<file path="src/i2c_port_pkg.sv">
/*
 * shared constants and state encoding of the paged i2c control port.
 * assumes a single 200 MHz system clock domain.
 */
package i2c_port_pkg;

	// clock and bus timing
	localparam int unsigned SYS_CLK_MHZ  = 200;
	localparam int unsigned I2C_FAST_KHZ = 400;
	localparam int unsigned SCL_MIN_CYC  =
		(SYS_CLK_MHZ * 1000) / (2 * I2C_FAST_KHZ);

	// target address
	localparam logic [4:0] ADDR_PREFIX = 5'h0b;
	localparam logic [3:0] BYTE_BITS   = 4'h8;
	localparam logic [3:0] CNT_ZERO    = 4'h0;
	localparam logic [3:0] CNT_ONE     = 4'h1;

	// register offsets
	localparam logic [7:0] REG_PAGE = 8'h00;
	localparam logic [7:0] REG_XOR  = 8'h7d;
	localparam logic [7:0] REG_CRC  = 8'h7e;
	localparam logic [7:0] REG_BOOK = 8'h7f;

	// books, pages and reset values
	localparam logic [7:0] PAGE_ZERO  = 8'h00;
	localparam logic [7:0] BOOK_XOR   = 8'h8c;
	localparam logic [7:0] BOOK_BQ    = 8'haa;
	localparam logic [7:0] BYTE_RESET = 8'h00;
	localparam logic [7:0] ADDR_STEP  = 8'h01;

	// checksum generator x^8 + x^2 + x + 1
	localparam logic [7:0] CRC_POLY = 8'h07;

	typedef enum logic [8:0] {
		ST_IDLE     = 9'h001,
		ST_ADDR     = 9'h002,
		ST_ADDR_ACK = 9'h004,
		ST_SUB      = 9'h008,
		ST_SUB_ACK  = 9'h010,
		ST_WDATA    = 9'h020,
		ST_WR_ACK   = 9'h040,
		ST_RDATA    = 9'h080,
		ST_RACK     = 9'h100
	} port_state_t;

endpackage : i2c_port_pkg

</file>
<file path="src/crc8_byte.sv">
/*
 * one byte step of the 8-bit checksum, msb first, no reflection.
 * assumes the caller registers the result.
 */
`timescale 1ns/1ps
module crc8_byte
	import i2c_port_pkg::*;
(
	// running value and new byte
	input  wire logic [7:0] crc_in,
	input  wire logic [7:0] data_in,
	output logic      [7:0] crc_out
);

	logic [7:0] stage [0:8];

	assign stage[0] = crc_in ^ data_in;

	genvar gi;
	generate
		for (gi = 0; gi < 8; gi++) begin : g_shift
			assign stage[gi+1] = stage[gi][7] ?
				({stage[gi][6:0], 1'b0} ^ CRC_POLY) :
				{stage[gi][6:0], 1'b0};
		end
	endgenerate

	assign crc_out = stage[8];

endmodule : crc8_byte

</file>
<file path="src/i2c_paged_control_port.sv">
/*
 * i2c target control port with book/page register space and two
 * running checksums over write traffic.
 * assumes scl/sda arrive as open-drain levels resolved outside, the
 * strap code is decoded outside and static, and the external memory
 * answers mem_rdata within a few clocks of its address.
 */
`timescale 1ns/1ps
// Functional notes
// - works as target at 100 and 400 kHz, single and multi-byte.
// - answers 7-bit address 01011 followed by two strap bits.
// - strap bits 00..11 follow strap resistors 4.7k, 15k, 47k, 120k.
// - write: address, sub-address and each data byte are acknowledged.
// - each written byte advances sub-address by one as its ack is driven.
// - read: sub-address write, repeated start, address with read bit.
// - multi-byte read returns successive sub-addresses; controller acks.
// - writing register 0 on any page selects the page 0..255.
// - book changes only via register 0x7f while on page zero.
// - reads leave checksums alone; only writes update them.
// - crc and xor checksums run together, both readable on page zero, xor only in book 0x8c.
// - crc uses polynomial 0x07 and depends on byte order.
// - crc skips writes that switch book or page.
// - crc read at 0x7e page zero of any book; writing reseeds.
// - each checksum is reseeded by writing its own location.
// - xor folds each byte written in book 0x8c off page zero, except writes to register 0, into the running value.
// - xor covers book 0x8c only, not page switch nor page zero.
// - xor read at 0x7d page zero book 0x8c; writing reseeds.
module i2c_paged_control_port
	import i2c_port_pkg::*;
(
	// system
	input  wire logic       sys_clk,
	input  wire logic       reset_n,
	// i2c pins
	input  wire logic       scl_in,
	input  wire logic       sda_in,
	output logic            sda_out,
	output logic            sda_oe,
	// decoded strap code
	input  wire logic [1:0] strap_code,
	// register and memory space
	output logic            mem_wr_en,
	output logic [7:0]      mem_book,
	output logic [7:0]      mem_page,
	output logic [7:0]      mem_reg,
	output logic [7:0]      mem_wdata,
	input  wire logic [7:0] mem_rdata,
	// checksum and selection state
	output logic [7:0]      crc_value,
	output logic [7:0]      xor_value,
	output logic [7:0]      page_value,
	output logic [7:0]      book_value
);

	logic [3:0]  pins_s;
	logic        scl_s;
	logic        sda_s;
	logic [1:0]  strap_s;
	logic        scl_prev_q;
	logic        sda_prev_q;
	logic        scl_rise;
	logic        scl_fall;
	logic        start_det;
	logic        stop_det;
	port_state_t state_q;
	logic [3:0]  cnt_q;
	logic [7:0]  shift_q;
	logic [7:0]  tx_q;
	logic        rw_q;
	logic        mack_q;
	logic        sda_oe_q;
	logic        sda_out_q;
	logic [1:0]  strap_q;
	logic        strap_done_q;
	logic [1:0]  strap_arm_q;
	logic [7:0]  sub_q;
	logic [7:0]  page_q;
	logic [7:0]  book_q;
	logic [7:0]  crc_q;
	logic [7:0]  xor_q;
	logic [7:0]  crc_next;
	logic [7:0]  rd_byte;
	logic        byte_done;
	logic        addr_hit;
	logic        rx_state;
	logic        wr_fire;
	logic        rd_step;
	logic        is_page;
	logic        is_book;
	logic        is_crc;
	logic        is_xor;
	logic        xor_span;
	logic        mem_wr_q;
	logic [7:0]  mem_book_q;
	logic [7:0]  mem_page_q;
	logic [7:0]  mem_reg_q;
	logic [7:0]  mem_wdata_q;

	// pins cross into sys_clk before any logic looks at them
	pin_sync #(
		.WIDTH(4)
	) u_sync (
		.sys_clk  (sys_clk),
		.reset_n  (reset_n),
		.pin_in   ({strap_code, sda_in, scl_in}),
		.level_out(pins_s)
	);

	assign scl_s   = pins_s[0];
	assign sda_s   = pins_s[1];
	assign strap_s = pins_s[3:2];

	crc8_byte u_crc (
		.crc_in (crc_q),
		.data_in(shift_q),
		.crc_out(crc_next)
	);

	// 200 MHz oversampling leaves >60 samples per fast-mode half bit
	always_ff @(posedge sys_clk or negedge reset_n) begin
		if (!reset_n) begin
			scl_prev_q <= 1'b1;
			sda_prev_q <= 1'b1;
		end else begin
			scl_prev_q <= scl_s;
			sda_prev_q <= sda_s;
		end
	end

	assign scl_rise  = scl_s & ~scl_prev_q;
	assign scl_fall  = ~scl_s & scl_prev_q;
	assign start_det = scl_s & scl_prev_q & sda_prev_q & ~sda_s;
	assign stop_det  = scl_s & scl_prev_q & ~sda_prev_q & sda_s;

	// synchroniser still shows its reset ones for two edges after
	// release; capturing earlier would always latch strap code 11
	always_ff @(posedge sys_clk or negedge reset_n) begin
		if (!reset_n) begin
			strap_arm_q <= 2'h0;
		end else begin
			strap_arm_q <= {strap_arm_q[0], 1'b1};
		end
	end

	// strap caught once, after the sync chain has flushed
	always_ff @(posedge sys_clk or negedge reset_n) begin
		if (!reset_n) begin
			strap_q      <= 2'h0;
			strap_done_q <= 1'b0;
		end else if (strap_arm_q[1] && !strap_done_q) begin
			strap_q      <= strap_s;
			strap_done_q <= 1'b1;
		end
	end

	assign byte_done = (cnt_q == BYTE_BITS);
	assign addr_hit  = (shift_q[7:1] == {ADDR_PREFIX, strap_q});
	assign rx_state  = (state_q == ST_ADDR) || (state_q == ST_SUB) ||
		(state_q == ST_WDATA);
	assign wr_fire   = (state_q == ST_WDATA) && scl_fall && byte_done;
	assign rd_step   = (state_q == ST_RACK) && scl_rise && !sda_s;

	// register decode for the current sub-address
	assign is_page  = (sub_q == REG_PAGE);
	assign is_book  = (page_q == PAGE_ZERO) && (sub_q == REG_BOOK);
	assign is_crc   = (page_q == PAGE_ZERO) && (sub_q == REG_CRC);
	assign is_xor   = (book_q == BOOK_XOR) && (page_q == PAGE_ZERO) &&
		(sub_q == REG_XOR);
	assign xor_span = (book_q == BOOK_XOR) && (page_q != PAGE_ZERO) &&
		!is_page;

	always_comb begin
		if (is_page) begin
			rd_byte = page_q;
		end else if (is_book) begin
			rd_byte = book_q;
		end else if (is_crc) begin
			rd_byte = crc_q;
		end else if (is_xor) begin
			rd_byte = xor_q;
		end else begin
			rd_byte = mem_rdata;
		end
	end

	// bit counter and receive shifter
	always_ff @(posedge sys_clk or negedge reset_n) begin
		if (!reset_n) begin
			cnt_q   <= CNT_ZERO;
			shift_q <= BYTE_RESET;
		end else if (start_det || stop_det) begin
			cnt_q <= CNT_ZERO;
		end else if (scl_rise) begin
			if (rx_state) begin
				shift_q <= {shift_q[6:0], sda_s};
			end
			if (rx_state || state_q == ST_RDATA) begin
				cnt_q <= cnt_q + CNT_ONE;
			end
		end else if (scl_fall && !rx_state && state_q != ST_RDATA) begin
			cnt_q <= CNT_ZERO;
		end
	end

	// protocol sequencing and sda drive; stop from controller ends all
	always_ff @(posedge sys_clk or negedge reset_n) begin
		if (!reset_n) begin
			state_q  <= ST_IDLE;
			sda_oe_q <= 1'b0;
			tx_q     <= BYTE_RESET;
			rw_q     <= 1'b0;
			mack_q   <= 1'b0;
		end else if (stop_det) begin
			state_q  <= ST_IDLE;
			sda_oe_q <= 1'b0;
		end else if (start_det) begin
			state_q  <= ST_ADDR;
			sda_oe_q <= 1'b0;
		end else begin
			unique case (state_q)
				ST_IDLE: begin
					sda_oe_q <= 1'b0;
				end
				ST_ADDR: begin
					if (scl_fall && byte_done) begin
						rw_q <= shift_q[0];
						if (addr_hit) begin
							state_q  <= ST_ADDR_ACK;
							sda_oe_q <= 1'b1;
						end else begin
							state_q <= ST_IDLE;
						end
					end
				end
				ST_ADDR_ACK: begin
					if (scl_fall) begin
						if (rw_q) begin
							state_q  <= ST_RDATA;
							tx_q     <= rd_byte;
							sda_oe_q <= ~rd_byte[7];
						end else begin
							state_q  <= ST_SUB;
							sda_oe_q <= 1'b0;
						end
					end
				end
				ST_SUB: begin
					if (scl_fall && byte_done) begin
						state_q  <= ST_SUB_ACK;
						sda_oe_q <= 1'b1;
					end
				end
				ST_SUB_ACK: begin
					if (scl_fall) begin
						state_q  <= ST_WDATA;
						sda_oe_q <= 1'b0;
					end
				end
				ST_WDATA: begin
					if (scl_fall && byte_done) begin
						state_q  <= ST_WR_ACK;
						sda_oe_q <= 1'b1;
					end
				end
				ST_WR_ACK: begin
					if (scl_fall) begin
						state_q  <= ST_WDATA;
						sda_oe_q <= 1'b0;
					end
				end
				ST_RDATA: begin
					if (scl_fall) begin
						if (byte_done) begin
							state_q  <= ST_RACK;
							sda_oe_q <= 1'b0;
						end else begin
							tx_q     <= {tx_q[6:0], 1'b0};
							sda_oe_q <= ~tx_q[6];
						end
					end
				end
				ST_RACK: begin
					if (scl_rise) begin
						mack_q <= ~sda_s;
					end
					if (scl_fall) begin
						if (mack_q) begin
							state_q  <= ST_RDATA;
							tx_q     <= rd_byte;
							sda_oe_q <= ~rd_byte[7];
						end else begin
							state_q <= ST_IDLE;
						end
					end
				end
			endcase
		end
	end

	// open drain: the data level is always low, only the enable moves
	always_ff @(posedge sys_clk or negedge reset_n) begin
		if (!reset_n) begin
			sda_out_q <= 1'b0;
		end else begin
			sda_out_q <= 1'b0;
		end
	end

	// sub-address pointer
	always_ff @(posedge sys_clk or negedge reset_n) begin
		if (!reset_n) begin
			sub_q <= BYTE_RESET;
		end else if (state_q == ST_SUB && scl_fall && byte_done) begin
			sub_q <= shift_q;
		end else if (wr_fire) begin
			sub_q <= sub_q + ADDR_STEP;
		end else if (rd_step) begin
			sub_q <= sub_q + ADDR_STEP;
		end
	end

	// page and book selection
	always_ff @(posedge sys_clk or negedge reset_n) begin
		if (!reset_n) begin
			page_q <= BYTE_RESET;
			book_q <= BYTE_RESET;
		end else if (wr_fire) begin
			if (is_page) begin
				page_q <= shift_q;
			end
			if (is_book) begin
				book_q <= shift_q;
			end
		end
	end

	// checksums move only on a write strobe, never on reads
	always_ff @(posedge sys_clk or negedge reset_n) begin
		if (!reset_n) begin
			crc_q <= BYTE_RESET;
		end else if (wr_fire) begin
			if (is_crc) begin
				crc_q <= shift_q;
			end else if (!is_page && !is_book) begin
				crc_q <= crc_next;
			end
		end
	end

	always_ff @(posedge sys_clk or negedge reset_n) begin
		if (!reset_n) begin
			xor_q <= BYTE_RESET;
		end else if (wr_fire) begin
			if (is_xor) begin
				xor_q <= shift_q;
			end else if (xor_span) begin
				xor_q <= xor_q ^ shift_q;
			end
		end
	end

	// memory side; captured on the strobe edge, before pointer moves
	always_ff @(posedge sys_clk or negedge reset_n) begin
		if (!reset_n) begin
			mem_wr_q    <= 1'b0;
			mem_book_q  <= BYTE_RESET;
			mem_page_q  <= BYTE_RESET;
			mem_reg_q   <= BYTE_RESET;
			mem_wdata_q <= BYTE_RESET;
		end else begin
			mem_wr_q   <= wr_fire;
			mem_book_q <= book_q;
			mem_page_q <= page_q;
			mem_reg_q  <= sub_q;
			if (wr_fire) begin
				mem_wdata_q <= shift_q;
			end
		end
	end

	assign sda_out    = sda_out_q;
	assign sda_oe     = sda_oe_q;
	assign mem_wr_en  = mem_wr_q;
	assign mem_book   = mem_book_q;
	assign mem_page   = mem_page_q;
	assign mem_reg    = mem_reg_q;
	assign mem_wdata  = mem_wdata_q;
	assign crc_value  = crc_q;
	assign xor_value  = xor_q;
	assign page_value = page_q;
	assign book_value = book_q;
endmodule : i2c_paged_control_port

</file>
<file path="src/pin_sync.sv">
/*
 * two-flop synchroniser for a group of asynchronous pin levels.
 * assumes each bit is an independent level; no bus coherence.
 */
`timescale 1ns/1ps
module pin_sync #(
	parameter int unsigned WIDTH = 1
) (
	// clock and reset
	input  wire logic             sys_clk,
	input  wire logic             reset_n,
	// pins in, levels out
	input  wire logic [WIDTH-1:0] pin_in,
	output logic      [WIDTH-1:0] level_out
);

	logic [WIDTH-1:0] meta_q;
	logic [WIDTH-1:0] level_q;

	genvar gi;
	generate
		for (gi = 0; gi < WIDTH; gi++) begin : g_bit
			// first flop idles high like a released bus line
			always_ff @(posedge sys_clk or negedge reset_n) begin
				if (!reset_n) begin
					meta_q[gi]  <= 1'b1;
					level_q[gi] <= 1'b1;
				end else begin
					meta_q[gi]  <= pin_in[gi];
					level_q[gi] <= meta_q[gi];
				end
			end
		end
	endgenerate

	assign level_out = level_q;

endmodule : pin_sync
</file>
<file path="config.mk">
export PLATFORM = sky130hd
export DESIGN_NAME = i2c_paged_control_port
export DESIGN_NICKNAME = d
export VERILOG_FILES = /design/src/i2c_port_pkg.sv /design/src/crc8_byte.sv /design/src/i2c_paged_control_port.sv /design/src/pin_sync.sv
export SDC_FILE = /design/constraint.sdc
export NUM_CORES = 1
export LEC_CHECK = 0
export ABC_AREA = 0
export BUFFER_PORTS_ARGS = -buffer_cell sky130_fd_sc_hd__buf_2
export CAP_MARGIN = 15
export CORE_ASPECT_RATIO = 1.5
export CORE_MARGIN = 3
export CORE_UTILIZATION = 25
export DETAILED_ROUTE_END_ITERATION = 10
export SLEW_MARGIN = 0
export SYNTH_ARGS = -nofsm -noshare
export SYNTH_HDL_FRONTEND = slang
export SYNTH_SLANG_ARGS = --single-unit
</file>
<file path="constraint.sdc">
create_clock -name sys_clk -period 4.1 [get_ports sys_clk]
set_input_delay 0.205 -clock sys_clk [delete_from_list [all_inputs] [get_ports sys_clk]]
set_output_delay 0.205 -clock sys_clk [all_outputs]
set_load 0.005 [all_outputs]
</file>
Word-level counts from Yosys, hierarchy flattened
Cells that the tools add are included.
Storage, ports and cells
  flip-flop bits (word level): 119
  input bits: 14
  output and inout bits: 67
Operators by class
  $add $sub $neg: 2
  equality and inequality tests: 34
  muxes and demuxes: 57
  bitwise operators: 26
  reduce and logical (&&, ||, !) cells: 48
Operators by type and width (number)
  $mux W8: 13
  $mux W9: 10
  $pmux W9 S7: 1
  $mux W7: 6
  $ne A4 B4 Y1 const B: 7
  $mux W3: 9
  $eq A8 B7 Y1 const B: 3
  $not A3 Y3: 8
  $pmux W7 S3: 1
  $reduce_and A9 Y1: 2
  $logic_and A1 B1 Y1: 17
  $logic_not A8 Y1: 2
  $mux W4: 4
  $xor A8 B8 Y8: 2
  $mux W1: 12
  $ne A2 B2 Y1 const B: 6
  $reduce_and A2 Y1: 5
  $eq A9 B1 Y1 const B: 1
  $eq A9 B2 Y1 const B: 1
  $eq A9 B3 Y1 const B: 1
  $eq A9 B4 Y1 const B: 1
  $eq A9 B5 Y1 const B: 1
  $eq A9 B6 Y1 const B: 1
  $eq A9 B7 Y1 const B: 1
  24 further kinds: 52

Longest topological paths before layout
  word-level depth: 19
  depth in mapped cells: 10
  gate-level depth less buffers: 9

Cells and area by module
Synthesis repeated with hierarchy kept, for this count alone.
Unflattened totals
  cell total of the unflattened synthesis: 516
  area total of the unflattened synthesis: 5725.5 um2
Modules (own cells, without submodules)
  i2c_paged_control_port: times used 1, cells an instance 487, area each 5308.8 um2, seq. area each 2781.4 um2
  pin_sync: times used 1, cells an instance 8, area each 210.2 um2, seq. area each 210.2 um2
  crc8_byte: times used 1, cells an instance 21, area each 206.4 um2, seq. area each 0.0 um2

Least setup slack after synthesis
Ideal clock, no wire load.
  kind: flip-flop to flip-flop
  start: register page_q[4], in the netlist page_value[4]
  end: register crc_q[3], in the netlist crc_value[3]
  data arrival time: 2353 ps
  slack: 1626 ps
  stages on the path, launching flop included: 7
  cells stage by stage: dfrtp_1 > or4_4 > nor4_4 > a22oi_4 > or4_1 > a21o_1 > o211a_1
On the way
  longest elaborated chain between the ends: 6
  elaborated cells on any way between the ends: 8
  those cells by class: 1 x mux; 7 x reduce/logical
RTL lines
  from (decl): line i2c_paged_control_port.sv:77  | logic [7:0] page_q;
  from (signal assigned): line i2c_paged_control_port.sv:329  | page_q <= shift_q;
  $logic_not A8 Y1 (*): line i2c_paged_control_port.sv:165, i2c_paged_control_port.sv:166
  $logic_and A1 B1 Y1: line i2c_paged_control_port.sv:165  | assign is_book = (page_q == PAGE_ZERO) && (sub_q == REG_BOOK);
  $logic_not A1 Y1: line i2c_paged_control_port.sv:344  | end else if (!is_page && !is_book) begin
  $logic_and A1 B1 Y1: line i2c_paged_control_port.sv:344
  $reduce_bool A2 Y1 (no line)
  $reduce_and A2 Y1 (no line)
  to (signal assigned): line i2c_paged_control_port.sv:343  | crc_q <= shift_q;
  to (signal assigned): line i2c_paged_control_port.sv:345  | crc_q <= crc_next;
  to (decl): line i2c_paged_control_port.sv:79  | logic [7:0] crc_q;
Every way passes the cells marked *; elsewhere a longest branch is shown, timed or not.
A chain may end at the register's enable or synchronous reset.

Worst setup path in the final report
  start: register sub_q[0]
  end: register crc_q[6], in the netlist crc_value[6]
On the way
  longest elaborated chain between the ends: 6
  elaborated cells on any way between the ends: 11
  those cells by class: 2 x eq/ne; 1 x mux; 8 x reduce/logical
RTL lines
  from (decl): line i2c_paged_control_port.sv:76  | logic [7:0] sub_q;
  from (signal assigned): line i2c_paged_control_port.sv:314  | sub_q <= shift_q;
  from (signal assigned): line i2c_paged_control_port.sv:316  | sub_q <= sub_q + ADDR_STEP;
  from (signal assigned): line i2c_paged_control_port.sv:318  | sub_q <= sub_q + ADDR_STEP;
  $eq A8 B7 Y1: line i2c_paged_control_port.sv:165
  $logic_and A1 B1 Y1: line i2c_paged_control_port.sv:165
  $logic_not A1 Y1: line i2c_paged_control_port.sv:344
  $logic_and A1 B1 Y1: line i2c_paged_control_port.sv:344
  $reduce_bool A2 Y1 (no line)
  $reduce_and A2 Y1 (no line)
Several ways; a longest one is shown, not always the timed one.

==> flow_metrics.py <==
metrics = {
    "run_status": {
        "outcome": "complete, no violations",
    },
    "logic_synthesis": {
        "avgSynthCellArea_um2": 10.0,
        "synthFlopType": "dfrtp_1",
        "syn_inst": 579,
        "synth_seq_cells": 119,
        "synthesis.nets": 599,
        "yosysWarningCount": 0,
        "synth_cell_types": 64,
        "syn_area_um2": 5810,
        "synth_edf_count": 0,
        "synth_top_cells_by_area": "dfrtp_1 (47%), dfstp_2 (5.0%), nand2_1 (4.9%)",
        "synth_top_area_share_pct": 46.5,
        "yosysTopAreaCell": "dfrtp_1",
        "yosysSeqAreaShare_pct": 51.5,
        "yosys.cell_count.top_type": "dfrtp_1",
        "async_reset_ff_share_pct": 100,
        "synthTopCellsByCount": "dfrtp_1 (108), nand2_1 (76), nor2_1 (41)",
    },
    "die": {
        "die_h_um": 193,
        "initial_core_util_pct": 25.7,
        "rows": 67,
        "die-area_um2": 25100,
        "die_x_um": 130,
        "coreArea_um2": 22600,
        "io_pins": 81,
    },
    "route": {
        "drt_pre_antenna_iters": 5,
        "drt_iter0_drc": 353,
        "vias": 4750,
        "ant_nets": 0,
        "routed_wl_um": 17200,
        "drc": 0,
        "drt-wirelength-per-cell_um": 18.3,
        "vias_per_cell": 5.03,
    },
    "pwr": {
        "vdd_drop_max_uv": 205,
        "p_leak_nw": 3.35,
        "powerDensity_nw_per_um2": 450,
        "total_power_mw": 3.20,
    },
    "global_routing": {
        "grt_pass1_vias": 4672,
        "grt_max_degree": 120,
        "gr-total-overflow": 0,
        "grt_usage_pct": 13.8,
        "antenna_found_initial": 0,
        "grt_pass1_wl_um": 26700,
    },
    "worst_setup_path": {
        "crit_path_start_kind": "register",
        "crit_buf_inv": 1,
        "arrival_ns": 3.34,
        "path_max_fanout": 13,
        "critPathCaptureType": "register",
        "max_stage_delay_ns": 0.57,
        "critPathKind": "register to register",
        "required_ns": 4.37,
        "critPathSlowestCell": "o21ai_1",
        "cp_top_family": "simple AND/OR/NAND/NOR gates",
        "crit_chain": "inv_1 > ha_1 > nor4b_1 > nand2_1 > and2_1 > o21ai_1 > nor3_1 > a311oi_1",
    },
    "timing": {
        "clock.fmax_ghz": 0.326,
        "finalCriticalPeriod_ns": 3.07,
        "post-route-period-util_pct": 74.8,
        "fin_worst_skew_ns": 0.0121,
        "finalSetupViolCount": 0,
        "setup_ws_ns": 1.03,
        "worstMarginPinSlew_ns": 0.980,
        "hold_violations": 0,
        "rsz0062_at_grt": "false",
        "finalSetupTns_ns": 0,
        "slew_headroom_pct": 34.7,
        "maxSlewViolCount": 0,
    },
    "flow_run": {
        "drv_cap": 0,
    },
    "hold_path": {
        "min_path_type": "primary input to register",
    },
    "clock_network": {
        "h-tree-depth": 4,
        "cts_resized": 0,
        "clock_tree.root_cell": "clkbuf_16",
        "numCtsBuffers": 17,
        "clk_pin_slew_worst_paths_ns": 0.06,
        "clock_sinks": 119,
        "post_cts_buffers": 0,
        "clk_latency_ns": 0.41,
        "cts_tree": "built",
        "clk_path_buf_depth": 2,
    },
    "cells_and_area": {
        "nets": 675,
        "diodes": 0,
        "nFillCells": 2360,
        "drive_gt1_share_pct": 25.1,
        "largest_register_ffs": 9,
        "syn_to_final_growth_pct": 22.4,
        "largest-register": "state_q",
    },
    "placed_design": {
        "place.port_buffers": 79,
        "hpwl_um": 12500,
        "gp_congestion": 0.905,
        "dp_slack_ns": 1.05,
    },
}
[final cells by class]
type	count	area (um^2)	share of cell area, %
clock buffers	20	437	6.14
clock inverters	12	153	2.15
inverters	15	56.3	0.792
multi-input cells	414	2640	37.1
flip-flops and latches	119	2990	42.1
well taps	276	345	4.86
repair buffers	88	490	6.90
[per-stage QoR]
stage,hold slack [ns],instances,util (%),area [um^2]
finish,0.335,944,31.4,7110
global route,0.353,944,31.4,7110
CTS,0.312,944,31.4,7110
detailed placement,0.314,907,28.6,6470
global placement,0.312,907,28.6,6470
floorplan,-0.0906,579,-,5810
[where the power goes]
part	leakage, nW	switching [mW]	total (mW)	internal [mW]
logic	1.47	0.197	0.351	0.154
registers	1.59	0.129	1.35	1.22
clock network	0.288	0.543	1.50	0.955
[placed cells by master (no fill, tap or decap), types with 6 or more instances in the layout]
master | Yosys | routed
ha_1 | 6 | 6
nor2_1 | 41 | 41
nand4_1 | 6 | 6
dfrtp_1 | 108 | 108
a31oi_1 | 9 | 9
or2_2 | 7 | 7
a21oi_1 | 26 | 26
xor2_1 | 18 | 18
buf_2 | 2 | 78
or3_1 | 7 | 7
o21ai_0 | 35 | 35
nor3_1 | 23 | 23
nor2b_1 | 9 | 9
nor4_1 | 7 | 7
clkbuf_16 | 0 | 17
o221ai_1 | 6 | 6
nand2_1 | 76 | 76
inv_1 | 14 | 14
mux2_2 | 25 | 25
dfstp_2 | 11 | 11
xnor2_1 | 13 | 13
nand3_1 | 15 | 15
[worst min-delay path: cells and delay by family]
kind | cells | cell delay, ns
AOI/OAI and AO/OA | 3 | 0.41
buffers and inverters | 1 | 0.09
[kinds of logic (layout without fill, tap and decap cells)]
group | count (synthesis) | in the layout | share of synthesized area, %
adder cells (fa/ha/maj) | 6 | 6 | 1.29
flip-flops | 119 | 119 | 51.5
multiplexers | 28 | 28 | 5.36
AND/OR/NAND/NOR | 228 | 228 | 20.3
XOR/XNOR | 31 | 31 | 4.67
buffers and inverters | 46 | 135 | 3.08
other | 2 | 2 | 0.129
AO/OA/AOI/OAI | 119 | 119 | 13.7
[per-layer routing]
metal | vias to the layer above | share of wire (%) | GRT usage [%]
met3 | 39 | 5.0 | 3.13
met1 | 2329 | 40 | 16.5
met2 | 167 | 52 | 23.8
met5 | - | 0 | 0
li1 | 2215 | - | -
met4 | 0 | 3.3 | 5.78
[repair_timing]
| item | 4_1_cts | 5_1_grt |
|---|---|---|
| endpoints found under the hold margin | 112 | 0 |
| setup endpoints to repair | 0 | 0 |
| hold buffers | 5 | 0 |
[final timing paths]
kind	from	end	slack, ns	depth (start not counted)
min in group asynchronous	reset_n	mem_page[2]$_DFF_PN0_	0.41	3
worst max register to register	sub_q[0]$_DFFE_PN0P_	crc_value[6]$_DFFE_PN0P_	1.03	8
worst min register to register	strap_arm_q[0]$_DFF_PN0_	strap_arm_q[1]$_DFF_PN0_	0.34	0
worst max-delay path	sub_q[0]$_DFFE_PN0P_	crc_value[6]$_DFFE_PN0P_	1.03	8
worst min-delay path	mem_rdata[1]	tx_q[1]$_DFFE_PN0P_	0.34	4
max in group asynchronous	reset_n	crc_value[0]$_DFFE_PN0P_	3.18	3
No activity file was read; power rests on OpenSTA's default activity.
